<file path="src/hw/uisc_pkg.sv">
// Overview of operation
// - low divisor byte is write-only, 8 bits, cleared by power-on reset only
// - enable and identification registers reachable only with divisor latch bit zero
// - enable bit 7 allows cts/dsr change, bit 6 allows rts/dtr change interrupt
// - enable bit 5 allows software flow control (xoff or special char) interrupt
// - enable bit 4 enables sleep, effective only with enhanced functions enabled
// - sleep entry needs no pending interrupt, steady modem, rx high, fifos empty
// - sleep exits on modem toggle, rx pin low, or transmit fifo write
// - while asleep uart_clk_enable is low so no uart clock runs; ref_clk keeps running
// - enable bit 3 allows the modem status interrupt
// - enable bit 2 allows the receiver line status error interrupt
// - enable bit 1: tx ready on empty holding register, or spaces above trigger
// - enable bit 0 allows the receive data ready interrupt
// - writes to enable bits 7..4 ignored unless enhanced functions enabled
// - identification bit 0 is one when nothing pending; resets to 0x01
// - codes: line error 06, timeout 0c, rx data 04, tx ready 02, modem 00
// - codes: pin change 30, xoff/special 10, flow line inactive 20
// - bit 4 clears on xon after xoff, or on identification read after special char
// - low divisor byte at shared offset only with latch bit one and line control not 0xbf
// - enhanced enable gates upper enable bits, identification bits 5:4, and sleep
package uisc_pkg;

  localparam int unsigned UISC_ADDR_W = 4;
  localparam int unsigned UISC_DATA_W = 8;
  localparam int unsigned UISC_MODEM_W = 4;
  localparam int unsigned UISC_SPACE_W = 7;

  // register offsets; offset 1 also holds the high divisor byte when the latch bit is set and line control is not 0xbf
  localparam logic [3:0] UISC_OFS_HOLD_DLO = 4'h0;
  localparam logic [3:0] UISC_OFS_IEN_DHI = 4'h1;
  localparam logic [3:0] UISC_OFS_IID = 4'h2;

  localparam logic [7:0] UISC_IEN_RESET = 8'h00;
  localparam logic [7:0] UISC_IID_RESET = 8'h01;
  localparam logic [7:0] UISC_DIV_RESET = 8'h00;
  localparam logic [7:0] UISC_RDATA_RESET = 8'h00;
  localparam logic [7:0] UISC_LCR_EFR_KEY = 8'hbf;
  localparam int unsigned UISC_DLAB_POS = 7;

  // interrupt enable field positions
  localparam int unsigned UISC_IEN_CTS_DSR = 7;
  localparam int unsigned UISC_IEN_RTS_DTR = 6;
  localparam int unsigned UISC_IEN_SWFLOW = 5;
  localparam int unsigned UISC_IEN_SLEEP = 4;
  localparam int unsigned UISC_IEN_MODEM = 3;
  localparam int unsigned UISC_IEN_LINE = 2;
  localparam int unsigned UISC_IEN_TXRDY = 1;
  localparam int unsigned UISC_IEN_RXRDY = 0;
  localparam logic [7:0] UISC_IEN_UPPER_MASK = 8'hf0;

  // identification bits 5..0, bit 0 low means pending
  localparam logic [5:0] UISC_ID_LINE_ERR = 6'h06;
  localparam logic [5:0] UISC_ID_RX_TIMEOUT = 6'h0c;
  localparam logic [5:0] UISC_ID_RX_DATA = 6'h04;
  localparam logic [5:0] UISC_ID_TX_READY = 6'h02;
  localparam logic [5:0] UISC_ID_MODEM = 6'h00;
  localparam logic [5:0] UISC_ID_PIN_CHANGE = 6'h30;
  localparam logic [5:0] UISC_ID_SWFLOW = 6'h10;
  localparam logic [5:0] UISC_ID_FLOW_LINE = 6'h20;
  localparam logic [5:0] UISC_ID_NONE = 6'h01;

  typedef enum logic [0:0] {
    UISC_AWAKE = 1'b0,
    UISC_ASLEEP = 1'b1
  } uisc_sleep_state_t;

endpackage : uisc_pkg

</file>
<file path="src/hw/uisc_sleep_ctrl.sv">
`timescale 1ns/1ns
module uisc_sleep_ctrl
  import uisc_pkg::*;
(
  input wire logic ref_clk,
  input wire logic rst_n,
  input wire logic soft_reset,
  input wire logic sleep_allowed,
  input wire logic idle_conditions,
  input wire logic wake_event,
  output logic sleep_active,
  output logic uart_clk_enable
);

  typedef struct packed {
    uisc_sleep_state_t state;
    logic clk_en;
  } uisc_sleep_regs_t;

  uisc_sleep_regs_t st_reg;
  uisc_sleep_regs_t st_next;

  always_comb begin
    st_next = st_reg;
    unique case (st_reg.state)
      UISC_AWAKE: begin
        if (sleep_allowed && idle_conditions && !wake_event) begin
          st_next.state = UISC_ASLEEP;
        end
      end
      UISC_ASLEEP: begin
        // dropping the enable also ends sleep so software can never strand the channel
        if (wake_event || !sleep_allowed) begin
          st_next.state = UISC_AWAKE;
        end
      end
    endcase
    if (soft_reset) begin
      st_next.state = UISC_AWAKE;
    end
    st_next.clk_en = (st_next.state == UISC_AWAKE);
  end

  always_ff @(posedge ref_clk or negedge rst_n) begin
    if (!rst_n) begin
      st_reg <= '{state: UISC_AWAKE, clk_en: 1'b1};
    end else begin
      st_reg <= st_next;
    end
  end

  assign sleep_active = (st_reg.state == UISC_ASLEEP);
  assign uart_clk_enable = st_reg.clk_en;

endmodule : uisc_sleep_ctrl

</file>
<file path="src/hw/uisc_channel.sv">
`timescale 1ns/1ns
module uisc_channel
  import uisc_pkg::*;
#(
  parameter int unsigned MODEM_W = UISC_MODEM_W,
  parameter int unsigned SPACE_W = UISC_SPACE_W
) (
  input wire logic ref_clk,
  input wire logic rst_n,
  input wire logic soft_reset,
  input wire logic [UISC_ADDR_W-1:0] reg_addr,
  input wire logic reg_wr,
  input wire logic reg_rd,
  input wire logic [UISC_DATA_W-1:0] reg_wdata,
  input wire logic [UISC_DATA_W-1:0] line_control,
  input wire logic enhanced_function_enable,
  input wire logic fifo_enable_bit,
  input wire logic thr_empty,
  input wire logic [SPACE_W-1:0] tx_fifo_space,
  input wire logic [SPACE_W-1:0] tx_trigger_spaces,
  input wire logic tx_fifo_empty,
  input wire logic rx_fifo_empty,
  input wire logic line_status_error,
  input wire logic rx_timeout,
  input wire logic rx_data_ready,
  input wire logic modem_status_change,
  input wire logic pin_change,
  input wire logic xoff_detect,
  input wire logic xon_detect,
  input wire logic special_char_detect,
  input wire logic cts_dsr_change,
  input wire logic rts_dtr_change,
  input wire logic [MODEM_W-1:0] modem_in,
  input wire logic rx_pin,
  output logic [UISC_DATA_W-1:0] reg_rdata,
  output logic interrupt_pending,
  output logic [UISC_DATA_W-1:0] baud_divisor_low,
  output logic [UISC_DATA_W-1:0] baud_divisor_high,
  output logic sleep_active,
  output logic uart_clk_enable
);

  typedef struct packed {
    logic [7:0] ien;
    logic [7:0] iid;
    logic [7:0] div_low;
    logic [7:0] div_high;
    logic [7:0] rdata;
    logic pending;
    logic xoff_flag;
    logic special_flag;
    logic [MODEM_W-1:0] modem_meta;
    logic [MODEM_W-1:0] modem_sync;
    logic [MODEM_W-1:0] modem_prev;
    logic rx_meta;
    logic rx_sync;
  } uisc_chan_regs_t;

  uisc_chan_regs_t st_reg;
  uisc_chan_regs_t st_next;

  // access decode
  logic dlab;
  logic efr_key;
  logic hit_ien;
  logic hit_iid;
  logic hit_dlo;
  logic hit_dhi;
  logic hit_thr;
  logic wr_ien;
  logic wr_dlo;
  logic wr_dhi;
  logic rd_iid;
  logic thr_load;

  // interrupt sources after enable gating
  logic tx_ready_raw;
  logic en_line;
  logic en_timeout;
  logic en_rxdata;
  logic en_txrdy;
  logic en_modem;
  logic en_pin;
  logic en_swflow;
  logic en_flowline;
  logic any_enabled;
  logic [5:0] id_code;

  // sleep handshake
  logic modem_toggle;
  logic rx_idle_high;
  logic sleep_allowed;
  logic idle_conditions;
  logic wake_event;
  logic sleep_q;
  logic clk_en_q;

  always_comb begin
    dlab = line_control[UISC_DLAB_POS];
    efr_key = (line_control == UISC_LCR_EFR_KEY);
    hit_ien = (reg_addr == UISC_OFS_IEN_DHI) && !dlab;
    hit_iid = (reg_addr == UISC_OFS_IID) && !dlab;
    hit_dlo = (reg_addr == UISC_OFS_HOLD_DLO) && dlab && !efr_key;
    hit_dhi = (reg_addr == UISC_OFS_IEN_DHI) && dlab && !efr_key;
    hit_thr = (reg_addr == UISC_OFS_HOLD_DLO) && !dlab;
    wr_ien = reg_wr && hit_ien;
    wr_dlo = reg_wr && hit_dlo;
    wr_dhi = reg_wr && hit_dhi;
    rd_iid = reg_rd && hit_iid;
    thr_load = reg_wr && hit_thr;
  end

  always_comb begin
    // fifo mode compares free space to the trigger, character mode uses the holding flag
    if (fifo_enable_bit) begin
      tx_ready_raw = (tx_fifo_space > tx_trigger_spaces);
    end else begin
      tx_ready_raw = thr_empty;
    end
    en_line = line_status_error && st_reg.ien[UISC_IEN_LINE];
    en_timeout = rx_timeout && st_reg.ien[UISC_IEN_RXRDY];
    en_rxdata = rx_data_ready && st_reg.ien[UISC_IEN_RXRDY];
    en_txrdy = tx_ready_raw && st_reg.ien[UISC_IEN_TXRDY];
    en_modem = modem_status_change && st_reg.ien[UISC_IEN_MODEM];
    // the sources reported in bits 5:4 exist only with enhanced functions on
    en_pin = pin_change && st_reg.ien[UISC_IEN_MODEM] && enhanced_function_enable;
    en_swflow = (st_reg.xoff_flag || st_reg.special_flag) && st_reg.ien[UISC_IEN_SWFLOW]
                && enhanced_function_enable;
    en_flowline = ((cts_dsr_change && st_reg.ien[UISC_IEN_CTS_DSR])
                || (rts_dtr_change && st_reg.ien[UISC_IEN_RTS_DTR]))
                && enhanced_function_enable;
    any_enabled = en_line || en_timeout || en_rxdata || en_txrdy || en_modem
                || en_pin || en_swflow || en_flowline;
  end

  // fixed priority: first match wins, timeout ahead of data at the same level
  always_comb begin
    if (en_line) begin
      id_code = UISC_ID_LINE_ERR;
    end else if (en_timeout) begin
      id_code = UISC_ID_RX_TIMEOUT;
    end else if (en_rxdata) begin
      id_code = UISC_ID_RX_DATA;
    end else if (en_txrdy) begin
      id_code = UISC_ID_TX_READY;
    end else if (en_modem) begin
      id_code = UISC_ID_MODEM;
    end else if (en_pin) begin
      id_code = UISC_ID_PIN_CHANGE;
    end else if (en_swflow) begin
      id_code = UISC_ID_SWFLOW;
    end else if (en_flowline) begin
      id_code = UISC_ID_FLOW_LINE;
    end else begin
      id_code = UISC_ID_NONE;
    end
  end

  always_comb begin
    modem_toggle = (st_reg.modem_sync != st_reg.modem_prev);
    rx_idle_high = st_reg.rx_sync;
    sleep_allowed = st_reg.ien[UISC_IEN_SLEEP] && enhanced_function_enable;
    // the live source term closes the gap before the pending flop catches up
    idle_conditions = !st_reg.pending && !any_enabled && !modem_toggle && rx_idle_high
                    && tx_fifo_empty && rx_fifo_empty;
    wake_event = modem_toggle || !rx_idle_high || thr_load;
  end

  uisc_sleep_ctrl u_sleep (
    .ref_clk(ref_clk),
    .rst_n(rst_n),
    .soft_reset(soft_reset),
    .sleep_allowed(sleep_allowed),
    .idle_conditions(idle_conditions),
    .wake_event(wake_event),
    .sleep_active(sleep_q),
    .uart_clk_enable(clk_en_q)
  );

  always_comb begin
    st_next = st_reg;

    // pins from outside pass two flops before anything looks at them
    st_next.modem_meta = modem_in;
    st_next.modem_sync = st_reg.modem_meta;
    st_next.modem_prev = st_reg.modem_sync;
    st_next.rx_meta = rx_pin;
    st_next.rx_sync = st_reg.rx_meta;

    if (wr_ien) begin
      if (enhanced_function_enable) begin
        st_next.ien = reg_wdata;
      end else begin
        // upper bits keep their value, only the classic lower nibble is written
        st_next.ien = (st_reg.ien & UISC_IEN_UPPER_MASK)
                    | (reg_wdata & ~UISC_IEN_UPPER_MASK);
      end
    end

    if (wr_dlo) begin
      st_next.div_low = reg_wdata;
    end
    if (wr_dhi) begin
      st_next.div_high = reg_wdata;
    end

    // xoff flag: set by xoff, cleared by xon; a simultaneous xoff wins
    if (xoff_detect) begin
      st_next.xoff_flag = 1'b1;
    end else if (xon_detect) begin
      st_next.xoff_flag = 1'b0;
    end

    // special char flag: set by detection, cleared by reading identification
    if (special_char_detect) begin
      st_next.special_flag = 1'b1;
    end else if (rd_iid) begin
      st_next.special_flag = 1'b0;
    end

    // the identification word is rebuilt every cycle from live sources
    st_next.iid = {fifo_enable_bit, fifo_enable_bit, id_code};
    st_next.pending = any_enabled;

    if (reg_rd) begin
      if (hit_iid) begin
        st_next.rdata = st_reg.iid;
      end else if (hit_ien) begin
        st_next.rdata = st_reg.ien;
      end else if (hit_dhi) begin
        st_next.rdata = st_reg.div_high;
      end else begin
        // low divisor is write-only and unmapped offsets read zero
        st_next.rdata = UISC_RDATA_RESET;
      end
    end

    // software reset spares the divisor bytes, which only power-on clears
    if (soft_reset) begin
      st_next.ien = UISC_IEN_RESET;
      st_next.iid = UISC_IID_RESET;
      st_next.pending = 1'b0;
      st_next.xoff_flag = 1'b0;
      st_next.special_flag = 1'b0;
      st_next.rdata = UISC_RDATA_RESET;
    end
  end

  always_ff @(posedge ref_clk or negedge rst_n) begin
    if (!rst_n) begin
      st_reg.ien <= UISC_IEN_RESET;
      st_reg.iid <= UISC_IID_RESET;
      st_reg.div_low <= UISC_DIV_RESET;
      st_reg.div_high <= UISC_DIV_RESET;
      st_reg.rdata <= UISC_RDATA_RESET;
      st_reg.pending <= 1'b0;
      st_reg.xoff_flag <= 1'b0;
      st_reg.special_flag <= 1'b0;
      // modem pins idle high, so reset ones avoid a false toggle and wake
      st_reg.modem_meta <= '1;
      st_reg.modem_sync <= '1;
      st_reg.modem_prev <= '1;
      // rx idles high, so a reset value of one avoids a false wake
      st_reg.rx_meta <= 1'b1;
      st_reg.rx_sync <= 1'b1;
    end else begin
      st_reg <= st_next;
    end
  end

  assign reg_rdata = st_reg.rdata;
  assign interrupt_pending = st_reg.pending;
  assign baud_divisor_low = st_reg.div_low;
  assign baud_divisor_high = st_reg.div_high;
  assign sleep_active = sleep_q;
  assign uart_clk_enable = clk_en_q;

endmodule : uisc_channel

</file>
<file path="config.mk">
export PLATFORM = sky130hd
export DESIGN_NAME = uisc_channel
export DESIGN_NICKNAME = d
export VERILOG_FILES = /design/src/hw/uisc_pkg.sv /design/src/hw/uisc_sleep_ctrl.sv /design/src/hw/uisc_channel.sv
export SDC_FILE = /design/constraint.sdc
export NUM_CORES = 1
export LEC_CHECK = 0
export ABC_CLOCK_PERIOD_IN_PS = 1900
export CAP_MARGIN = 5
export CELL_PAD_IN_SITES_DETAIL_PLACEMENT = 0
export CELL_PAD_IN_SITES_GLOBAL_PLACEMENT = 2
export CORE_ASPECT_RATIO = 1.2
export CORE_MARGIN = 2
export CORE_UTILIZATION = 36
export CTS_CLUSTER_DIAMETER = 100
export CTS_CLUSTER_SIZE = 10
export DETAILED_ROUTE_END_ITERATION = 10
export DONT_BUFFER_PORTS = 1
export GPL_TIMING_DRIVEN = 0
export PLACE_DENSITY_LB_ADDON = 0.1
export SLEW_MARGIN = 20
export SYNTH_ARGS = -nofsm -noshare
export SYNTH_HDL_FRONTEND = slang
export SYNTH_HIERARCHICAL = 1
export SYNTH_SLANG_ARGS = --single-unit
</file>
<file path="constraint.sdc">
create_clock -name ref_clk -period 1.9 [get_ports ref_clk]
set_clock_uncertainty 0.05 [all_clocks]
set_input_delay 0.095 -clock ref_clk [delete_from_list [all_inputs] [get_ports ref_clk]]
set_output_delay 0.095 -clock ref_clk [all_outputs]
set_load 0.05 [all_outputs]
</file>
==> impl_metrics.py <==
metrics = {
    "logic_synthesis": {
        "synth_nets": 328,
        "yosysMostFrequentCell": "dfrtp_1",
        "async_flop_share_pct": 100,
        "synthCells": 262,
        "syn_avg_cell_area_um2": 11.0,
        "synth_enable_flop_cells": 0,
        "ys_ff_latch": 58,
        "netlist_top_cells_area": "dfrtp_1 37%, dfstp_2 15%, buf_4 6.3%, mux2_4 4.2%, a21oi_1 3.1%",
        "yosys-top-cells-count": "42 x dfrtp_1, 24 x buf_4, 18 x a21oi_1, 18 x nor2_1",
        "ys_seq_area_share_pct": 51.2,
        "yosysUniqueCellTypes": 48,
        "ys.flop_type": "dfrtp_1",
        "yosysTopAreaCellShare_pct": 36.6,
        "synth_top_area_cell": "dfrtp_1",
        "synth_warnings": 6,
        "syn_area_mm2": 0.00287,
    },
    "grt": {
        "use_met2_pct": 25.7,
        "grt-ovfl-total": 0,
        "antenna_found_initial": 0,
        "grt_use_total_pct": 16.7,
        "grt_use_met3_pct": 5.17,
        "grt_pass1_wl_mm": 10.8,
        "grt_max_degree": 59,
        "grt_use_met1_pct": 22.1,
        "busiest_layer": "met2",
        "grt_pass1_vias": 1996,
    },
    "layout": {
        "largest_reg_flops": 21,
        "n_antenna_cell": 0,
        "layout.nets": 363,
        "area_growth_pct": 20.4,
        "layout-drive-gt1-share_pct": 27.2,
        "fillers": 759,
        "multiInputGateArea_mm2": 0.00115,
        "seq_area_mm2": 0.00147,
        "final_area_mm2": 0.00346,
    },
    "timing": {
        "fmax_mhz": 585,
        "maxSlewViolCount": 0,
        "final.setup.tns_ps": 0,
        "fin_crit_sh_pct": 89.9,
        "max-slew-margin-rel_pct": 47.6,
        "hold_viol_final": 0,
        "finalCriticalPeriod_ps": 1710,
        "tightest_slew_ps": 780,
        "rsz0062_at_grt": "no",
        "finalSetupViolations": 0,
        "worst_slack_ps": 192,
    },
    "route": {
        "via_per_inst": 5.11,
        "routed_wirelength_mm": 6.93,
        "routedWlPerCell_um": 17.6,
        "num_vias": 2014,
        "firstDrtPassIters": 4,
        "drc": 0,
        "ant_nets": 0,
        "dr.first_iter.drc_count": 63,
    },
    "setup_path": {
        "timing.rr.start": "st_next[2]$_DFF_PN1_",
        "cpPeakStageDelay_ps": 540,
        "crit_arrival_ps": 1930,
        "timing.critical_path.buf_inv": 0,
        "worst_setup_path_end_kind": "register",
        "slowest_stage": "dfstp_2",
        "startpoint_type": "register",
        "path_depth": 5,
        "crit_type": "register to register",
        "ff2ff_path_depth": 5,
        "cpLargestDelayFamily": "compound AO/OA/AOI/OAI gates",
        "worstPathCellList": "xor2_1, nor3_1, nand3_1, a2111oi_2, o211a_1",
        "cp.required_ps": 2120,
        "cp_max_fo": 2,
        "cp-startpoint": "st_next[2]$_DFF_PN1_",
        "reg2reg_slack_ps": 190,
    },
    "power": {
        "max-vdd-ir-drop_v": 0.000401,
        "p_leak_nw": 1.59,
        "powerDensity_mw_per_mm2": 930,
    },
    "clock_tree": {
        "htree_levels": 3,
        "cts_setup_buffers": 0,
        "cts_root_buffer": "clkbuf_8",
        "clock_path_buffers": 2,
        "cts_sinks": 58,
        "cts_tree": "yes",
        "cts_buffers": 9,
        "clk_pin_slew_ps": 60,
        "clkLatencyLatePin_ps": 340,
    },
    "placed_design": {
        "dpl-instance-area_mm2": 0.00299,
        "post-place-ws_ps": 40.5,
        "dp_hpwl_mm": 4.95,
        "gp_congestion": 0.730,
        "port_buffers": 0,
    },
    "floorplan": {
        "dieWidth_um": 85.6,
        "initial_core_util_pct": 37.3,
        "ios": 86,
        "die_h_um": 102,
        "core_mm2": 0.00771,
        "dieArea_mm2": 0.00872,
        "row_count": 35,
    },
    "min_path": {
        "hp-start": "fifo_enable_bit",
        "whs_path_depth": 3,
        "min_path_type": "input pin to register",
    },
    "job": {
        "drv_cap": 0,
    },
    "run_status": {
        "status": "finished, final reports clean",
    },
}
==> cell usage in the layout, fill, tap and decap left out, types with 3 or more instances in the layout <==
cell type,Yosys,layout
a21oi_1,18,18
a22o_1,3,3
a2bb2oi_1,7,7
buf_2,3,3
buf_4,24,24
clkbuf_1,3,4
clkbuf_8,0,10
dfrtp_1,42,42
dfstp_2,16,16
dlygate4sd3_1,0,23
ha_1,7,7
inv_1,9,9
mux2_2,8,8
mux2_4,8,8
mux2i_1,4,4
nand2_1,16,16
nand3_1,13,13
nand3b_1,3,3
nand4_1,3,3
nor2_1,18,18
nor2b_1,4,4
nor3_1,4,4
o211a_1,3,3
o211ai_1,3,3
o21ai_0,4,4
o31ai_1,6,6
xor2_1,3,3
==> tightest hold or removal path, stage by stage <==
cell and delay [ps]:
o211ai_1 100, nor2_1 60, o22ai_1 120
==> metrics by stage <==
step	hold WS (ps)	cells	util, %	total power [mW]
3_3_place_gp	-248	354	38.8	2.00
5_1_grt	35.5	394	44.9	3.37
6_report	33.7	394	44.9	3.22
3_5_place_dp	-247	354	38.8	2.00
2_1_floorplan	-251	262	-	1.94
4_1_cts	18.5	394	44.8	3.27
==> routing by layer <==
layer	up-vias	share of wire, %
li1	984	-
met1	967	46
met2	58	48
met3	5	5.6
met4	0	1.0
met5	-	0
==> worst paths after layout <==
| check | to |
|---|---|
| max in group asynchronous | st_next[9]$_DFF_PN1_ |
| setup reg to reg | u_sleep/sleep_active$_DFF_PN0_ |
| min in group asynchronous | reg_rdata[3]$_DFFE_PN0P_ |
| hold / removal | st_reg[42]$_DFF_PN0_ |
| setup / recovery | u_sleep/sleep_active$_DFF_PN0_ |
| hold reg to reg | rx_idle_high$_DFF_PN1_ |
==> final cells by class <==
class | count | area share, %
sequential | 58 | 42.5
multi-input combinational | 163 | 33.3
timing repair buffer | 24 | 7.45
buffer | 32 | 6.40
clock buffer | 13 | 5.53
tap | 92 | 3.33
inverter | 9 | 0.976
clock inverter | 3 | 0.470
==> repair_timing <==
item,4_1_cts,5_1_grt
endpoints found under the hold margin,105,0
endpoints found under the setup margin,0,2
gates resized for setup,0,2
hold buffers,24,0
==> cells by family (layout without fill, tap and decap cells) <==
logic type	after synthesis	in the layout	synth area share [%]
buf+inv	41	81	8.88
mux	20	20	8.71
xor+xnor	4	4	1.22
compound gates	57	57	13.8
fa+ha+maj	7	7	3.05
simple gates	75	75	13.2
flops	58	58	51.2
==> power by group <==
| part | internal [mW] | switching, mW |
|---|---|---|
| logic | 0.244 | 0.406 |
| clock network | 0.665 | 0.500 |
| registers | 1.34 | 0.0659 |
Power figures use the tool's default switching activity.
